**src/core/ipl_pkg.sv**
```systemverilog
// Constants, field layout and carriers for the priority level bank.
// Assumes one clock domain and a synchronous, active-high reset.
package ipl_pkg;

  // ----------------------------------------------------------------
  // Sizes
  // ----------------------------------------------------------------
  localparam int REG_COUNT  = 5;
  localparam int FIELD_NUM  = 4;
  localparam int SRC_COUNT  = REG_COUNT * FIELD_NUM;
  localparam int FIELD_W    = 3;
  localparam int FIELD_STEP = 4;
  localparam int DATA_W     = 16;
  localparam int ADDR_W     = 4;
  localparam int SRC_W      = 5;

  // ----------------------------------------------------------------
  // Register indices
  // ----------------------------------------------------------------
  localparam logic [3:0] IDX_PRIO_CTRL_6  = 4'h0;
  localparam logic [3:0] IDX_PRIO_CTRL_7  = 4'h1;
  localparam logic [3:0] IDX_PRIO_CTRL_8  = 4'h2;
  localparam logic [3:0] IDX_PRIO_CTRL_9  = 4'h3;
  localparam logic [3:0] IDX_PRIO_CTRL_10 = 4'h4;
  localparam logic [3:0] IDX_GRANT_STAT   = 4'h5;
  localparam logic [3:0] IDX_PEND_LOW     = 4'h6;
  localparam logic [3:0] IDX_PEND_HIGH    = 4'h7;

  // ----------------------------------------------------------------
  // Field layout, reset values and level codes
  // ----------------------------------------------------------------
  localparam logic [15:0] IMPL_MASK     = 16'h7777;
  localparam logic [15:0] PRIO_RESET    = 16'h4444;
  localparam logic [2:0]  LEVEL_OFF     = 3'h0;
  localparam logic [2:0]  LEVEL_LOWEST  = 3'h1;
  localparam logic [2:0]  LEVEL_HIGHEST = 3'h7;
  localparam int          GRANT_VALID_BIT = 15;
  localparam int          GRANT_LEVEL_LSB = 8;
  localparam int          GRANT_SRC_LSB   = 0;

  // ----------------------------------------------------------------
  // Source numbers: register index times four plus field slot
  // ----------------------------------------------------------------
  localparam int SRC_DMA_CHAN_TWO     = 0;
  localparam int SRC_OUT_COMPARE_3    = 1;
  localparam int SRC_OUT_COMPARE_4    = 2;
  localparam int SRC_TIMER_FOUR       = 3;
  localparam int SRC_TIMER_FIVE       = 4;
  localparam int SRC_EXT_IRQ_TWO      = 5;
  localparam int SRC_UART_TWO_RX      = 6;
  localparam int SRC_UART_TWO_TX      = 7;
  localparam int SRC_SPI_TWO_ERROR    = 8;
  localparam int SRC_SPI_TWO_EVENT    = 9;
  localparam int SRC_CAN_ONE_RX       = 10;
  localparam int SRC_CAN_ONE_EVENT    = 11;
  localparam int SRC_DMA_CHAN_THREE   = 12;
  localparam int SRC_IN_CAPTURE_3     = 13;
  localparam int SRC_IN_CAPTURE_4     = 14;
  localparam int SRC_IN_CAPTURE_5     = 15;
  localparam int SRC_IN_CAPTURE_6     = 16;
  localparam int SRC_OUT_COMPARE_5    = 17;
  localparam int SRC_OUT_COMPARE_6    = 18;
  localparam int SRC_OUT_COMPARE_7    = 19;

  // ----------------------------------------------------------------
  // Types
  // ----------------------------------------------------------------
  typedef logic [2:0] ipl_level_t;
  typedef ipl_level_t [SRC_COUNT-1:0] ipl_level_vec_t;
  typedef logic [REG_COUNT-1:0][DATA_W-1:0] ipl_bank_t;

  typedef struct packed {
    logic              wr;
    logic              rd;
    logic [ADDR_W-1:0] addr;
    logic [DATA_W-1:0] wdata;
  } ipl_bus_req_t;

  typedef struct packed {
    logic             valid;
    logic [SRC_W-1:0] source;
    ipl_level_t       level;
  } ipl_grant_t;

endpackage

```
**src/core/ipl_bank.sv**
```systemverilog
// Five priority control registers with source arbitration.
// Assumes a same-clock register master and same-clock request sources.
//
// Functional notes
// - Code seven is the most urgent level
// - Code one is least urgent enabled level
// - Code zero removes the source from arbitration
// - Bits 15, 11, 7, 3 read zero
// - Reset loads every field to level four
// - Fields read back the last written value
// - First register: timer4, compare4, compare3, dma2
// - Second: uart2 tx, uart2 rx, ext2, timer5
// - Third: can1 event, can1 rx, spi2, spi2 error
// - Fourth: capture5, capture4, capture3, dma3
// - Fifth: compare7, compare6, compare5, capture6
`timescale 1ns/1ps
module ipl_bank #(
  parameter int SRC_COUNT = ipl_pkg::SRC_COUNT
) (
  // Clock and reset
  input  wire logic                      clock,
  input  wire logic                      sys_rst,
  // Register port
  input  wire ipl_pkg::ipl_bus_req_t     bus_req,
  output      logic [ipl_pkg::DATA_W-1:0] bus_rdata,
  // Requests from the peripherals
  input  wire logic [SRC_COUNT-1:0]      src_pend,
  // Source enables and the winner
  output      logic [SRC_COUNT-1:0]      src_enabled,
  output      ipl_pkg::ipl_grant_t       grant,
  // Per-source levels
  output      ipl_pkg::ipl_level_t       timer_four_level,
  output      ipl_pkg::ipl_level_t       out_compare_four_level,
  output      ipl_pkg::ipl_level_t       out_compare_three_level,
  output      ipl_pkg::ipl_level_t       dma_chan_two_done_level,
  output      ipl_pkg::ipl_level_t       uart_two_transmit_level,
  output      ipl_pkg::ipl_level_t       uart_two_receive_level,
  output      ipl_pkg::ipl_level_t       ext_irq_two_level,
  output      ipl_pkg::ipl_level_t       timer_five_level,
  output      ipl_pkg::ipl_level_t       can_one_event_level,
  output      ipl_pkg::ipl_level_t       can_one_receive_level,
  output      ipl_pkg::ipl_level_t       spi_two_event_level,
  output      ipl_pkg::ipl_level_t       spi_two_error_level,
  output      ipl_pkg::ipl_level_t       in_capture_five_level,
  output      ipl_pkg::ipl_level_t       in_capture_four_level,
  output      ipl_pkg::ipl_level_t       in_capture_three_level,
  output      ipl_pkg::ipl_level_t       dma_chan_three_done_level,
  output      ipl_pkg::ipl_level_t       out_compare_seven_level,
  output      ipl_pkg::ipl_level_t       out_compare_six_level,
  output      ipl_pkg::ipl_level_t       out_compare_five_level,
  output      ipl_pkg::ipl_level_t       in_capture_six_level
);

  // ----------------------------------------------------------------
  // State
  // ----------------------------------------------------------------
  typedef struct packed {
    ipl_pkg::ipl_bank_t          bank;
    logic [ipl_pkg::DATA_W-1:0]  rdata;
  } ipl_bank_state_t;

  // Every field at level four, read data idle
  localparam ipl_bank_state_t RESET_STATE = '{
    bank:  {ipl_pkg::REG_COUNT{ipl_pkg::PRIO_RESET}},
    rdata: 16'h0000
  };

  ipl_bank_state_t st_reg;
  ipl_bank_state_t st_next;

  // ----------------------------------------------------------------
  // Internal nets
  // ----------------------------------------------------------------
  ipl_pkg::ipl_level_vec_t      levels;
  logic [SRC_COUNT-1:0]         pend_enabled;
  logic [ipl_pkg::DATA_W-1:0]   grant_word;
  logic [ipl_pkg::DATA_W-1:0]   pend_low_word;
  logic [ipl_pkg::DATA_W-1:0]   pend_high_word;
  logic [31:0]                  pend_wide;

  // ----------------------------------------------------------------
  // Field extraction
  // ----------------------------------------------------------------
  // One 3-bit field per source, slot 0 in the low bits
  for (genvar s = 0; s < SRC_COUNT; s++) begin : g_src
    localparam int REG_I = s / ipl_pkg::FIELD_NUM;
    localparam int LSB_I = (s % ipl_pkg::FIELD_NUM) * ipl_pkg::FIELD_STEP;
    // Codes 1 to 7 are levels 1 to 7 unchanged
    assign levels[s] = st_reg.bank[REG_I][LSB_I +: ipl_pkg::FIELD_W];
    // Zero code keeps the source away from the core
    assign src_enabled[s]  = (levels[s] != ipl_pkg::LEVEL_OFF);
    assign pend_enabled[s] = src_pend[s] & src_enabled[s];
  end

  // ----------------------------------------------------------------
  // Status words seen over the register port
  // ----------------------------------------------------------------
  // Current winner: valid, level and source number
  always_comb begin
    grant_word = 16'h0000;
    grant_word[ipl_pkg::GRANT_VALID_BIT] = grant.valid;
    grant_word[ipl_pkg::GRANT_LEVEL_LSB +: ipl_pkg::FIELD_W] = grant.level;
    grant_word[ipl_pkg::GRANT_SRC_LSB +: ipl_pkg::SRC_W] = grant.source;
  end

  // Raw pending requests, split over two words
  always_comb begin
    pend_wide = 32'h0000_0000;
    pend_wide[SRC_COUNT-1:0] = src_pend;
  end

  assign pend_low_word  = pend_wide[15:0];
  assign pend_high_word = pend_wide[31:16];

  // ----------------------------------------------------------------
  // Register write and read decode
  // ----------------------------------------------------------------
  // Writes keep only implemented bits; reads answer next cycle
  always_comb begin
    st_next       = st_reg;
    st_next.rdata = 16'h0000;
    if (bus_req.wr) begin
      for (int i = 0; i < ipl_pkg::REG_COUNT; i++) begin
        if (bus_req.addr == (ipl_pkg::IDX_PRIO_CTRL_6 + 4'(i))) begin
          // Unimplemented bits dropped on write
          st_next.bank[i] = bus_req.wdata & ipl_pkg::IMPL_MASK;
        end
      end
    end
    if (bus_req.rd) begin
      if (bus_req.addr == ipl_pkg::IDX_PRIO_CTRL_6) begin
        st_next.rdata = st_reg.bank[0] & ipl_pkg::IMPL_MASK;
      end else if (bus_req.addr == ipl_pkg::IDX_PRIO_CTRL_7) begin
        st_next.rdata = st_reg.bank[1] & ipl_pkg::IMPL_MASK;
      end else if (bus_req.addr == ipl_pkg::IDX_PRIO_CTRL_8) begin
        st_next.rdata = st_reg.bank[2] & ipl_pkg::IMPL_MASK;
      end else if (bus_req.addr == ipl_pkg::IDX_PRIO_CTRL_9) begin
        st_next.rdata = st_reg.bank[3] & ipl_pkg::IMPL_MASK;
      end else if (bus_req.addr == ipl_pkg::IDX_PRIO_CTRL_10) begin
        st_next.rdata = st_reg.bank[4] & ipl_pkg::IMPL_MASK;
      end else if (bus_req.addr == ipl_pkg::IDX_GRANT_STAT) begin
        st_next.rdata = grant_word;
      end else if (bus_req.addr == ipl_pkg::IDX_PEND_LOW) begin
        st_next.rdata = pend_low_word;
      end else if (bus_req.addr == ipl_pkg::IDX_PEND_HIGH) begin
        st_next.rdata = pend_high_word;
      end else begin
        // Unmapped index reads as zero
        st_next.rdata = 16'h0000;
      end
    end
  end

  // ----------------------------------------------------------------
  // State register
  // ----------------------------------------------------------------
  // Reset puts every field at level four
  always_ff @(posedge clock) begin
    if (sys_rst) begin
      st_reg <= RESET_STATE;
    end else begin
      st_reg <= st_next;
    end
  end

  // Read data stands for one cycle after the strobe
  assign bus_rdata = st_reg.rdata;

  // ----------------------------------------------------------------
  // Arbitration
  // ----------------------------------------------------------------
  // Only enabled sources reach the search
  ipl_arbiter #(
    .SRC_COUNT (SRC_COUNT)
  ) u_arbiter (
    .clock   (clock),
    .sys_rst (sys_rst),
    .pend    (pend_enabled),
    .levels  (levels),
    .grant   (grant)
  );

  // ----------------------------------------------------------------
  // Named level outputs
  // ----------------------------------------------------------------
  // First register
  assign timer_four_level        = levels[ipl_pkg::SRC_TIMER_FOUR];
  assign out_compare_four_level  = levels[ipl_pkg::SRC_OUT_COMPARE_4];
  assign out_compare_three_level = levels[ipl_pkg::SRC_OUT_COMPARE_3];
  assign dma_chan_two_done_level = levels[ipl_pkg::SRC_DMA_CHAN_TWO];

  // Second register
  assign uart_two_transmit_level = levels[ipl_pkg::SRC_UART_TWO_TX];
  assign uart_two_receive_level  = levels[ipl_pkg::SRC_UART_TWO_RX];
  assign ext_irq_two_level       = levels[ipl_pkg::SRC_EXT_IRQ_TWO];
  assign timer_five_level        = levels[ipl_pkg::SRC_TIMER_FIVE];

  // Third register
  assign can_one_event_level     = levels[ipl_pkg::SRC_CAN_ONE_EVENT];
  assign can_one_receive_level   = levels[ipl_pkg::SRC_CAN_ONE_RX];
  assign spi_two_event_level     = levels[ipl_pkg::SRC_SPI_TWO_EVENT];
  assign spi_two_error_level     = levels[ipl_pkg::SRC_SPI_TWO_ERROR];

  // Fourth register
  assign in_capture_five_level     = levels[ipl_pkg::SRC_IN_CAPTURE_5];
  assign in_capture_four_level     = levels[ipl_pkg::SRC_IN_CAPTURE_4];
  assign in_capture_three_level    = levels[ipl_pkg::SRC_IN_CAPTURE_3];
  assign dma_chan_three_done_level = levels[ipl_pkg::SRC_DMA_CHAN_THREE];

  // Fifth register
  assign out_compare_seven_level = levels[ipl_pkg::SRC_OUT_COMPARE_7];
  assign out_compare_six_level   = levels[ipl_pkg::SRC_OUT_COMPARE_6];
  assign out_compare_five_level  = levels[ipl_pkg::SRC_OUT_COMPARE_5];
  assign in_capture_six_level    = levels[ipl_pkg::SRC_IN_CAPTURE_6];

endmodule // ipl_bank

```
**src/core/ipl_arbiter.sv**
```systemverilog
// Picks the most urgent pending, enabled source each cycle.
// Assumes requests and levels come from logic on the same clock.
`timescale 1ns/1ps
module ipl_arbiter #(
  parameter int SRC_COUNT = ipl_pkg::SRC_COUNT
) (
  // Clock and reset
  input  wire logic                   clock,
  input  wire logic                   sys_rst,
  // Source side
  input  wire logic [SRC_COUNT-1:0]   pend,
  input  wire ipl_pkg::ipl_level_vec_t levels,
  // Winner
  output      ipl_pkg::ipl_grant_t    grant
);

  // ----------------------------------------------------------------
  // State
  // ----------------------------------------------------------------
  typedef struct packed {
    ipl_pkg::ipl_grant_t grant;
  } ipl_arb_state_t;

  ipl_arb_state_t st_reg;
  ipl_arb_state_t st_next;

  // ----------------------------------------------------------------
  // Search
  // ----------------------------------------------------------------
  // Highest level wins; lowest source number breaks a tie
  always_comb begin
    ipl_pkg::ipl_level_t best_level;
    logic [ipl_pkg::SRC_W-1:0] best_src;
    best_level = ipl_pkg::LEVEL_OFF;
    best_src   = '0;
    for (int s = 0; s < SRC_COUNT; s++) begin
      if (pend[s] && (levels[s] > best_level)) begin
        best_level = levels[s];
        best_src   = ipl_pkg::SRC_W'(s);
      end
    end
    st_next              = st_reg;
    st_next.grant.valid  = (best_level != ipl_pkg::LEVEL_OFF);
    st_next.grant.source = best_src;
    st_next.grant.level  = best_level;
  end

  // Register the winner
  always_ff @(posedge clock) begin
    if (sys_rst) begin
      st_reg <= '0;
    end else begin
      st_reg <= st_next;
    end
  end

  assign grant = st_reg.grant;

endmodule // ipl_arbiter

```
**config.mk**
```make
export PLATFORM = sky130hd
export DESIGN_NAME = ipl_bank
export DESIGN_NICKNAME = d
export VERILOG_FILES = /design/src/core/ipl_pkg.sv /design/src/core/ipl_bank.sv /design/src/core/ipl_arbiter.sv
export SDC_FILE = /design/constraint.sdc
export NUM_CORES = 1
export LEC_CHECK = 0
export BUFFER_PORTS_ARGS = -buffer_cell sky130_fd_sc_hd__buf_2
export CAP_MARGIN = 20
export CORE_MARGIN = 3
export CORE_UTILIZATION = 30
export DETAILED_ROUTE_END_ITERATION = 16
export HOLD_SLACK_MARGIN = 0.06
export PLACE_DENSITY = 0.56
export SLEW_MARGIN = 20
export SYNTH_ARGS = -nofsm -noshare
export SYNTH_HDL_FRONTEND = slang
export SYNTH_HIERARCHICAL = 1
export SYNTH_SLANG_ARGS = --single-unit
```
**constraint.sdc**
```tcl
create_clock -name clock -period 27.8 [get_ports clock]
set_input_delay 2.78 -clock clock [delete_from_list [all_inputs] [get_ports clock]]
set_output_delay 2.78 -clock clock [all_outputs]
set_load 0.02 [all_outputs]
```
# [After elaboration in Yosys (flattened, before gate mapping)]
# Index checks and enable logic that the tools add are counted.
[totals] reg_bits=85 inputBits=44 output_inout_bits=105 wordCells=158
[op_classes] n_lt_le_gt_ge=20 eq_ne=7 n_mux=47 bitwise_logic=21 reduce_logical=51
[op_table] op="15-bit 2-to-1 mux" n=5
[op_table] op="3-bit 2-to-1 mux" n=24
[op_table] op="3-bit nonzero test" n=21
[op_table] op="3-bit greater-than comparator" n=19
[op_table] op="4-bit 2-to-1 mux" n=9
[op_table] op="16-bit 2-to-1 mux" n=2
[op_table] op="1-bit bitwise AND" n=20
[op_table] op="1-bit logical AND" n=20
[op_table] op="5-bit 2-to-1 mux" n=4
[op_table] op="4-bit by 3-bit == test with 1-bit output (second input constant)" n=4
[op_table] op="2-bit AND reduction" n=5
[op_table] op="4-bit by 2-bit == test with 1-bit output (second input constant)" n=2
[op_table] op="8-bit OR reduction" n=1
[op_table] op="7-bit OR reduction" n=1
[op_table] op="5-bit OR reduction" n=1
[op_table] op="4-bit by 1-bit == test with 1-bit output (second input constant)" n=1
[op_table] op="4-bit logical NOT" n=1
[op_table] op="2-bit 2-to-1 mux" n=2
[op_table] op="3-bit by 1-bit greater-than comparator with 1-bit output (second input constant)" n=1
[op_table] op="2-bit OR reduction" n=1
[op_table] op="1-bit 2-to-1 mux" n=1
[op_table] op="1-bit NOT" n=1

# [Longest topological paths before layout]
# Gate-level depths: netlist (run 1).
[depth] ltp_word=62 ltp_mapped=137

# [Modules after synthesis]
# Netlist (run 1), hierarchy kept.
[modules_own_cells] module="ipl_bank" n_inst=1 cells_each=440 area_per_inst_um2=3716.1
[modules_own_cells] module="ipl_arbiter" n_inst=1 cells_each=444 area_per_inst_um2=3093.0

# [Least setup slack after synthesis (run 1)]
# No wires, ideal clock.
[synth_timing] kind="input to register" startpoint="input src_pend[0]" endpoint="register u_arbiter.st_reg, in the netlist u_arbiter/grant[8]" arrival_ns=26.773 t_required_ns=27.678 path_slack_ns=0.905 path_stages=133 path_buffers=1 path_cell_list="and2_1 nand2_1 ha_1 and3b_1 o211ai_1 o21ai_0 ha_1 o21ai_0 a2111o_1 o311ai_0 a21oi_1 o21ai_1 mux2_2 ha_1 nor2_1 nand2_1 a221oi_1 a221o_1 (+97 left out) a21oi_1 ha_1 inv_1 a21oi_1 a21oi_1 maj3_1 nand2_1 nor2_1 a21oi_1 inv_1 ha_1 nor2b_1 o21a_1 o211ai_1 clkbuf_1 nand2_1 o21ba_2 o311a_1"
[synth_between] elab_chain_len=61
[synth_rtl] element="from (decl)" line="ipl_bank.sv:27" rtl="input wire logic [SRC_COUNT-1:0] src_pend,"
[synth_rtl] element="1-bit bitwise AND (*)" line="ipl_bank.sv:92" rtl="assign pend_enabled[s] = src_pend[s] & src_enabled[s];"
[synth_rtl] element="1-bit logical AND (*)" line="ipl_arbiter.sv:37" rtl="if (pend[s] && (levels[s] > best_level)) begin"
[synth_rtl] element="3-bit 2-to-1 mux (*)" line="ipl_arbiter.sv:37"
[synth_rtl] element="3-bit greater-than comparator" line="ipl_arbiter.sv:37"
[synth_rtl] element="1-bit logical AND" line="ipl_arbiter.sv:37"
[synth_rtl] element="3-bit 2-to-1 mux (*)" line="ipl_arbiter.sv:37"
[synth_rtl] element="3-bit greater-than comparator" line="ipl_arbiter.sv:37"
[synth_rtl] element="1-bit logical AND" line="ipl_arbiter.sv:37"
[synth_rtl] element="(+45 left out)"
[synth_rtl] element="3-bit 2-to-1 mux (*)" line="ipl_arbiter.sv:37"
[synth_rtl] element="3-bit greater-than comparator" line="ipl_arbiter.sv:37"
[synth_rtl] element="1-bit logical AND" line="ipl_arbiter.sv:37"
[synth_rtl] element="3-bit 2-to-1 mux (*)" line="ipl_arbiter.sv:37"
[synth_rtl] element="3-bit greater-than comparator" line="ipl_arbiter.sv:37"
[synth_rtl] element="1-bit logical AND" line="ipl_arbiter.sv:37"
[synth_rtl] element="3-bit 2-to-1 mux (*)" line="ipl_arbiter.sv:37"
[synth_rtl] element="3-bit nonzero test (*)" line="ipl_arbiter.sv:43" rtl="st_next.grant.valid = (best_level != ipl_pkg::LEVEL_OFF);"
[synth_rtl] element="to (signal assigned)" line="ipl_arbiter.sv:53" rtl="st_reg <= st_next;"
[synth_rtl] element="to (decl)" line="ipl_arbiter.sv:24" rtl="ipl_arb_state_t st_reg;"
# Mark *: on every way between the ends. The rest lies on a longest branch, timed or not.
# A chain may end at the register's enable or synchronous reset.

# [Worst setup path after layout (run 1)]
[layout_timing] startpoint="input src_pend[0]" endpoint="register u_arbiter.st_reg, in the netlist u_arbiter/grant[8]"
[layout_between] elab_chain_len=61
[layout_rtl] element="1-bit bitwise AND (*)" line="ipl_bank.sv:92"
[layout_rtl] element="named net pend_enabled[0]" line="ipl_bank.sv:75" rtl="logic [SRC_COUNT-1:0] pend_enabled;"
[layout_rtl] element="1-bit logical AND (*)" line="ipl_arbiter.sv:37"
[layout_rtl] element="3-bit 2-to-1 mux (*)" line="ipl_arbiter.sv:37"
[layout_rtl] element="3-bit greater-than comparator" line="ipl_arbiter.sv:37"
[layout_rtl] element="1-bit logical AND" line="ipl_arbiter.sv:37"
[layout_rtl] element="3-bit 2-to-1 mux (*)" line="ipl_arbiter.sv:37"
[layout_rtl] element="3-bit greater-than comparator" line="ipl_arbiter.sv:37"
[layout_rtl] element="(+46 left out)"
[layout_rtl] element="3-bit 2-to-1 mux (*)" line="ipl_arbiter.sv:37"
[layout_rtl] element="3-bit greater-than comparator" line="ipl_arbiter.sv:37"
[layout_rtl] element="1-bit logical AND" line="ipl_arbiter.sv:37"
[layout_rtl] element="3-bit 2-to-1 mux (*)" line="ipl_arbiter.sv:37"
[layout_rtl] element="3-bit greater-than comparator" line="ipl_arbiter.sv:37"
[layout_rtl] element="1-bit logical AND" line="ipl_arbiter.sv:37"
[layout_rtl] element="3-bit 2-to-1 mux (*)" line="ipl_arbiter.sv:37"
[layout_rtl] element="3-bit nonzero test (*)" line="ipl_arbiter.sv:43"
# Mark *: on every way through the listed nets, which the timed path passes. The rest lies on a longest branch.

==> summary.md, run 1 <==
| Metric | Value |
|---|---|
| Status | `completed` |
| Worst skew pair latency | `0.36 ns` |
| I/O Buffers | `between 100 and 150` |
| Warnings, synthesis | `6` |
| First-pass GRT wire length | `39300 um` |
| Slew HR | `40.0%` |
| Post-DP HPWL | `20600 um` |
| DRC | `0` |
| Setup slack after layout | `about 1.2 ns` |
| Highest routed layer | `met4` |
| Post-detailed-route count of antenna-violating nets | `0` |
| Post-synth EDFFs | `0` |
| Vias | `7646` |
| WL final | `27100 um` |
| CP endpoint kind | `flip-flop` |
| Buf+Inv Stages, Crit Path | `6` |
| Worst vdd rail ir drop | `around 0.030 mV` |
| Post-layout util | `39.8%` |
| Internal power | `roughly 0.23 mW` |
| Fin crit period | `26.65 ns` |
| Vias per cell | `5.65` |
| Final setup viols | `0` |
| Cell row count | `54` |
| Root Driver | `clkbuf_16` |
| Largest delay share family, worst path | `compound AO/OA/AOI/OAI gates` |
| Routed met3 length | `1580 um` |
| HP Class | `reg -> reg` |
| Slowest-stage cell, CP | `or4_4` |
| Core Region | `22100 sq um` |
| Leak | `3.58 nW` |
| Share of cells above drive strength 1 | `30.0%` |
| Fill count | `2297` |
| Max-slew violation count | `0` |
| H-Tree Level Count | `3` |
| Clock skew | `0.00806 ns` |
| Hold_buf cts | `0` |
| Total power | `0.355 mW` |
| Wire per inst | `about 20 um` |
| Overall routing resource usage | `20.8%` |
| Num CTS Buffers | `9` |
| CTS clock-pin slew for the worst setup and hold paths | `roughly 0.07 ns` |
| Sequential share of power | `a little under two fifths` |
| FMAX | `37.5 MHz` |
| CP Data Arrival Time | `between 20 and 30 ns` |
| Post-synth design cell area | `6810 sq um` |
| Post-synth cell types | `92` |
| Switching share of power | `34.7%` |
| Max incr delay on CP | `between 0.5 and 0.6 ns` |
| Die X | `157 um` |
| Gpl congestion | `slightly above 0.9` |
| Switching power | `0.123 mW` |
| Setup CP Type | `in -> reg` |
| Cell repeated most along the worst path | `ha_1` |
| Crit start category | `input port` |
| Combinational power share | `28.6%` |
| Period Utilization, post-route | `between 90 and 100%` |
| CP required | `28.04 ns` |
| Clock power share | `34.1%` |
| Pre-antenna DRT Iters | `5` |
| Post-synthesis sequential area ratio | `25.0%` |
| Worst Tran Pin Value | `~0.9 ns` |
| # IOs | `between 100 and 150` |
| Syn Nets | `952` |
| Congestion Overflow GR | `0` |
| Power density over cell area | `40.3 nW/um^2` |
| CTS sink count | `85` |
| FF+latch count, synth | `85` |
| Die ar. | `24500 sq um` |
| Avg Cell Area, Syn | `approximately 7.7 sq um` |
| Largest net degree at the start of global routing | `70` |
| Top area cells in the synthesized netlist | `dfxtp_1 25%, nand2_1 6.7%, a21oi_1 5.7%, mux2i_1 4.9%, ha_1 4.4%` |
| Met1 Wirelength | `between 10000 and 15000 um` |
| Cell taking the most area after synthesis | `dfxtp_1` |
| Die Y | `157 um` |
| Reg area | `1700 sq um` |
| CTS tree | `done` |
| Antenna cells | `0` |
| Max FFs per register | `16` |
| Synthesized instance count | `between 800 and 900` |
| Clock Tree Buf Depth | `2` |
| Async SR Flop Fraction | `0%` |
| Initial antenna violation count | `0` |
| Crit path max fanout | `5` |
| Yosys top cell area share | `25.0%` |
| Multi-input gate area | `about 5100 sq um` |
| Initial Util | `30.8%` |
| Area Overhead vs Synth | `29.2%` |
| Synth Flop Type | `dfxtp_1` |
| WHS | `approximately 0.53 ns` |
| Vias in the first global route | `6702` |
| WL met2 | `12800 um` |
| Max cap viols | `0` |
| Place WS | `-0.170 ns` |
| Initial DRC count | `635` |
| Final net count | `about 1100` |
| Fin. Hold Viols | `0` |
==> area by class of cell <==
type | instances | area share [%]
sequential | 85 | 19.3
tap | 280 | 3.98
multi-input combinational | 727 | 58.2
inverter | 39 | 1.66
clock inverter | 6 | 0.597
clock buffer | 10 | 2.72
timing repair buffer | 206 | 13.5
==> cells in the final DEF (no fill, tap or decap), drive strengths merged, types with 11 or more instances in the layout <==
| master | instances |
|---|---|
| a211o | 11 |
| a211oi | 11 |
| a21boi | 18 |
| a21oi | 78 |
| a31oi | 13 |
| and2 | 34 |
| and3 | 11 |
| buf | 206 |
| dfxtp | 85 |
| ha | 24 |
| inv | 42 |
| mux2i | 33 |
| nand2 | 122 |
| nand3 | 27 |
| nand3b | 16 |
| nor2 | 80 |
| nor2b | 11 |
| nor3 | 18 |
| o211ai | 11 |
| o21a | 14 |
| o21ai | 33 |
| o31ai | 11 |
| or3 | 23 |
==> repair_timing <==
action,in CTS,in global routing
resized for setup,0,73
buffers inserted,0,15
endpoints found under the hold margin,0,0
endpoints found under the setup margin,0,9
==> layer usage <==
metal	vias to the layer above	track usage, %
met2	293	33.7
met3	37	2.71
met1	3671	28.8
li1	3645	-
met5	-	0
met4	0	5.96
==> Yosys cell counts (9+ instances only) <==
cell type / instances
dfxtp_1: 85
nor2_1: 79
nand2b_1: 9
nor2b_1: 11
or3_1: 23
nand3_1: 27
nand2_1: 122
a31oi_1: 11
mux2i_1: 33
o21ai_0: 24
o21a_1: 14
inv_1: 37
buf_2: 11
nand3b_1: 16
nor3_1: 15
ha_1: 24
and2_1: 34
a21boi_0: 10
a21oi_1: 77
clkbuf_1: 10
o211ai_1: 10
a211o_1: 11
and3_1: 11
==> metrics by stage <==
stage,std cells,area (sq um),TNS (ns)
after detailed placement,1322,8040,-0.505
after floorplan,884,6810,0
final,1353,8800,0
after global routing,1353,8800,-0.896
after global placement,1322,8040,0
after CTS,1338,8330,0
==> logic make-up (layout without fill, tap and decap cells) <==
kind of cell	Yosys count	after routing	share of synthesized area [%]
AND/OR/NAND/NOR	378	378	28.2
AO/OA/AOI/OAI	279	279	30.4
flip-flops	85	85	25.0
buffers and inverters	72	261	5.05
multiplexers	41	41	6.23
adder cells (fa/ha/maj)	29	29	5.15
==> tightest hold or removal path: cells and delay by family (launching register included) <==
kind	cells	cell delay, ns
compound gates	1	0.06
flops	1	0.35
simple gates	1	0.07
==> path summary, 6_finish.rpt <==
path | from | endpoint | slack, ns | depth (start not counted)
setup / recovery | src_pend[0] | u_arbiter/grant[8] | 1.15 | 132
hold / removal | out_compare_three_level[0] | out_compare_three_level[0] | 0.53 | 2
setup reg to reg | dma_chan_two_done_level[0] | u_arbiter/grant[8] | 2.87 | 132
hold reg to reg | out_compare_three_level[0] | out_compare_three_level[0] | 0.53 | 2
==> power groups by stage <==
| stage | Sequential [mW] | Combinational, mW | Clock (mW) |
|---|---|---|---|
| final | 0.132 | 0.101 | 0.121 |
| after global routing | 0.133 | 0.109 | 0.128 |
| after CTS | 0.132 | 0.0919 | 0.122 |
| after detailed placement | 0.135 | 0.0916 | 0 |
| after global placement | 0.135 | 0.0911 | 0 |
| after floorplan | 0.139 | 0.0543 | 0 |
Note: power is estimated with default switching activity, not from simulation.
==> inputs of run 2 (changes only) <==
Settings changed: RECOVER_POWER set to 25.
==> summary.md, run 2 (same netlist as run 1, synthesis figures left out) <==
| Metric | Value |
|---|---|
| CTS clock-pin slew for the worst setup and hold paths | `approximately 0.070 ns` |
| Crit start category | `input port` |
| Fin. Hold Viols | `0` |
| Total power | `0.354 mW` |
| Setup slack after layout | `1.16 ns` |
| Final setup TNS | `0 ns` |
| Buf+Inv Stages, Crit Path | `5` |
| Vias per cell | `5.68` |
| Cell depth of the worst hold path | `2` |
| Commonest cells after routing, fill and taps aside | `116 x nand2_1, 97 x buf_2, 85 x dfxtp_1` |
| CTS sink count | `85` |
| Largest net degree at the start of global routing | `70` |
| Max incr delay on CP | `0.53 ns` |
| Status | `completed` |
| DRC | `0` |
| CP Data Arrival Time | `around 27 ns` |
| Worst R2R Start | `dma_chan_two_done_level[0]` |
| Post-DP HPWL | `20600 um` |
| I/O Buffers | `144` |
| HP Class | `reg -> reg` |
| Slowest-stage cell, CP | `or4_4` |
| Max cap viols | `0` |
| Max-slew violation count | `0` |
| Setup CP Type | `in -> reg` |
| Initial DRC count | `608` |
| Antenna cells | `0` |
| Vias in the first global route | `6702` |
| Placed Area | `around 8000 sq um` |
| Root Driver | `clkbuf_16` |
| Leak | `between 3 and 4 nW` |
| # IOs | `between 100 and 150` |
| First-pass GRT wire length | `39300 um` |
| Final Cell Area | `8740 sq um` |
| Worst Reg-to-Reg Cells | `approximately 130` |
| H-Tree Level Count | `3` |
| Overall routing resource usage | `approximately 21%` |
| Fill count | `2322` |
| Reg area | `between 1500 and 2000 sq um` |
| Worst skew pair latency | `about 0.36 ns` |
| WHS | `approximately 0.53 ns` |
| Die ar. | `roughly 25000 sq um` |
| Slew HR | `40.9%` |
| Hold path start | `out_compare_three_level[0]` |
| Congestion Overflow GR | `0` |
| Wire per inst | `~20 um` |
| Area Overhead vs Synth | `28.3%` |
| Num CTS Buffers | `9` |
| Gpl congestion | `around 0.91` |
| Share of cells above drive strength 1 | `25.6%` |
| Final net count | `1136` |
| Initial antenna violation count | `0` |
| Hold endpoint | `out_compare_three_level[0]` |
| Power density over cell area | `40.5 nW/um^2` |
| FF-to-FF End | `u_arbiter/grant[8]` |
| Die Y | `approximately 160 um` |
| Die X | `around 160 um` |
| Commonest non-fill, non-tap cell in the layout | `nand2_1` |
| Post-detailed-route count of antenna-violating nets | `0` |
| Worst vdd rail ir drop | `roughly 0.03 mV` |
| WL final | `approximately 27000 um` |
| FMAX | `37.5 MHz` |
| Worst Tran Pin Value | `approximately 0.89 ns` |
| Period Utilization, post-route | `between 90% and 100%` |
| CP endpoint kind | `flip-flop` |
| Final setup viols | `0` |
| Vias | `7687` |
| Cell row count | `54` |
| Core Region | `22100 sq um` |
| Initial Util | `around 31%` |
| Pre-antenna DRT Iters | `6` |
| CTS tree | `done` |
| Cell repeated most along the worst path | `ha_1` |
| Crit path max fanout | `5` |
| Setup slack, reg-to-reg | `2.89 ns` |
| Fin crit period | `~27 ns` |
| Max FFs per register | `16` |
| Clock skew | `roughly 0.0085 ns` |
| CP required | `28.04 ns` |
| Clock Tree Buf Depth | `2` |
| Place WS | `-0.170 ns` |
| Multi-input gate area | `5120 sq um` |
| Largest delay share family, worst path | `compound AO/OA/AOI/OAI gates` |
[run 2: final cells by class]
class | count | area share [%]
clock buffer | 10 | 2.73
multi-input combinational | 727 | 58.6
sequential | 85 | 19.5
clock inverter | 6 | 0.601
timing repair buffer | 206 | 12.9
inverter | 39 | 1.68
tap | 280 | 4.01
[run 2: timing repair]
action                     4_1_cts  5_1_grt
hold endpoints to repair         0        0
setup buffers                    0       15
setup endpoints to repair        0        9
resized for setup                0       73
hold buffers                     0        0
[run 2: per-layer routing]
metal  vias to the layer above  global-route usage [%]  part of all wire [%]
met2                       301                    33.7                    47
met1                      3688                    28.8                    44
met5                         -                       0                     0
met3                        43                    2.71                   6.7
li1                       3655                       -                     -
met4                         0                    5.96                   2.8
[run 2: worst max path at each step]
stage	from	end	slack, ns	depth (start not counted)
after floorplan	src_pend[0]	u_arbiter/grant[8]	0.91	133
after global routing	src_pend[0]	u_arbiter/grant[8]	-0.23	135
after detailed placement	src_pend[0]	u_arbiter/grant[8]	-0.17	133
after global placement	src_pend[0]	u_arbiter/grant[8]	0.03	133
after CTS	src_pend[0]	u_arbiter/grant[8]	0.13	133
final	src_pend[0]	u_arbiter/grant[8]	1.16	132
[run 2: report_power, final]
part | switching, mW | internal, mW
Sequential | 0.00575 | 0.127
Combinational | 0.0605 | 0.0397
Clock | 0.0571 | 0.0645
Total | 0.123 | 0.231
[run 2: worst register-to-register path: cells and delay by family, from the launching register on]
family,cells,cell delay [ns]
muxes,6,1.78
and+or+nand+nor,43,6.12
adders and majority gates,23,6.53
AOI/OAI and AO/OA,56,9.58
DFF,1,0.39
buffers and inverters,4,0.39
[run 2: per-stage QoR]
step           util, %  std cells
4_1_cts           37.7       1338
3_3_place_gp      36.4       1322
5_1_grt           39.6       1353
6_report          39.6       1353
2_1_floorplan        -        884
3_5_place_dp      36.4       1322
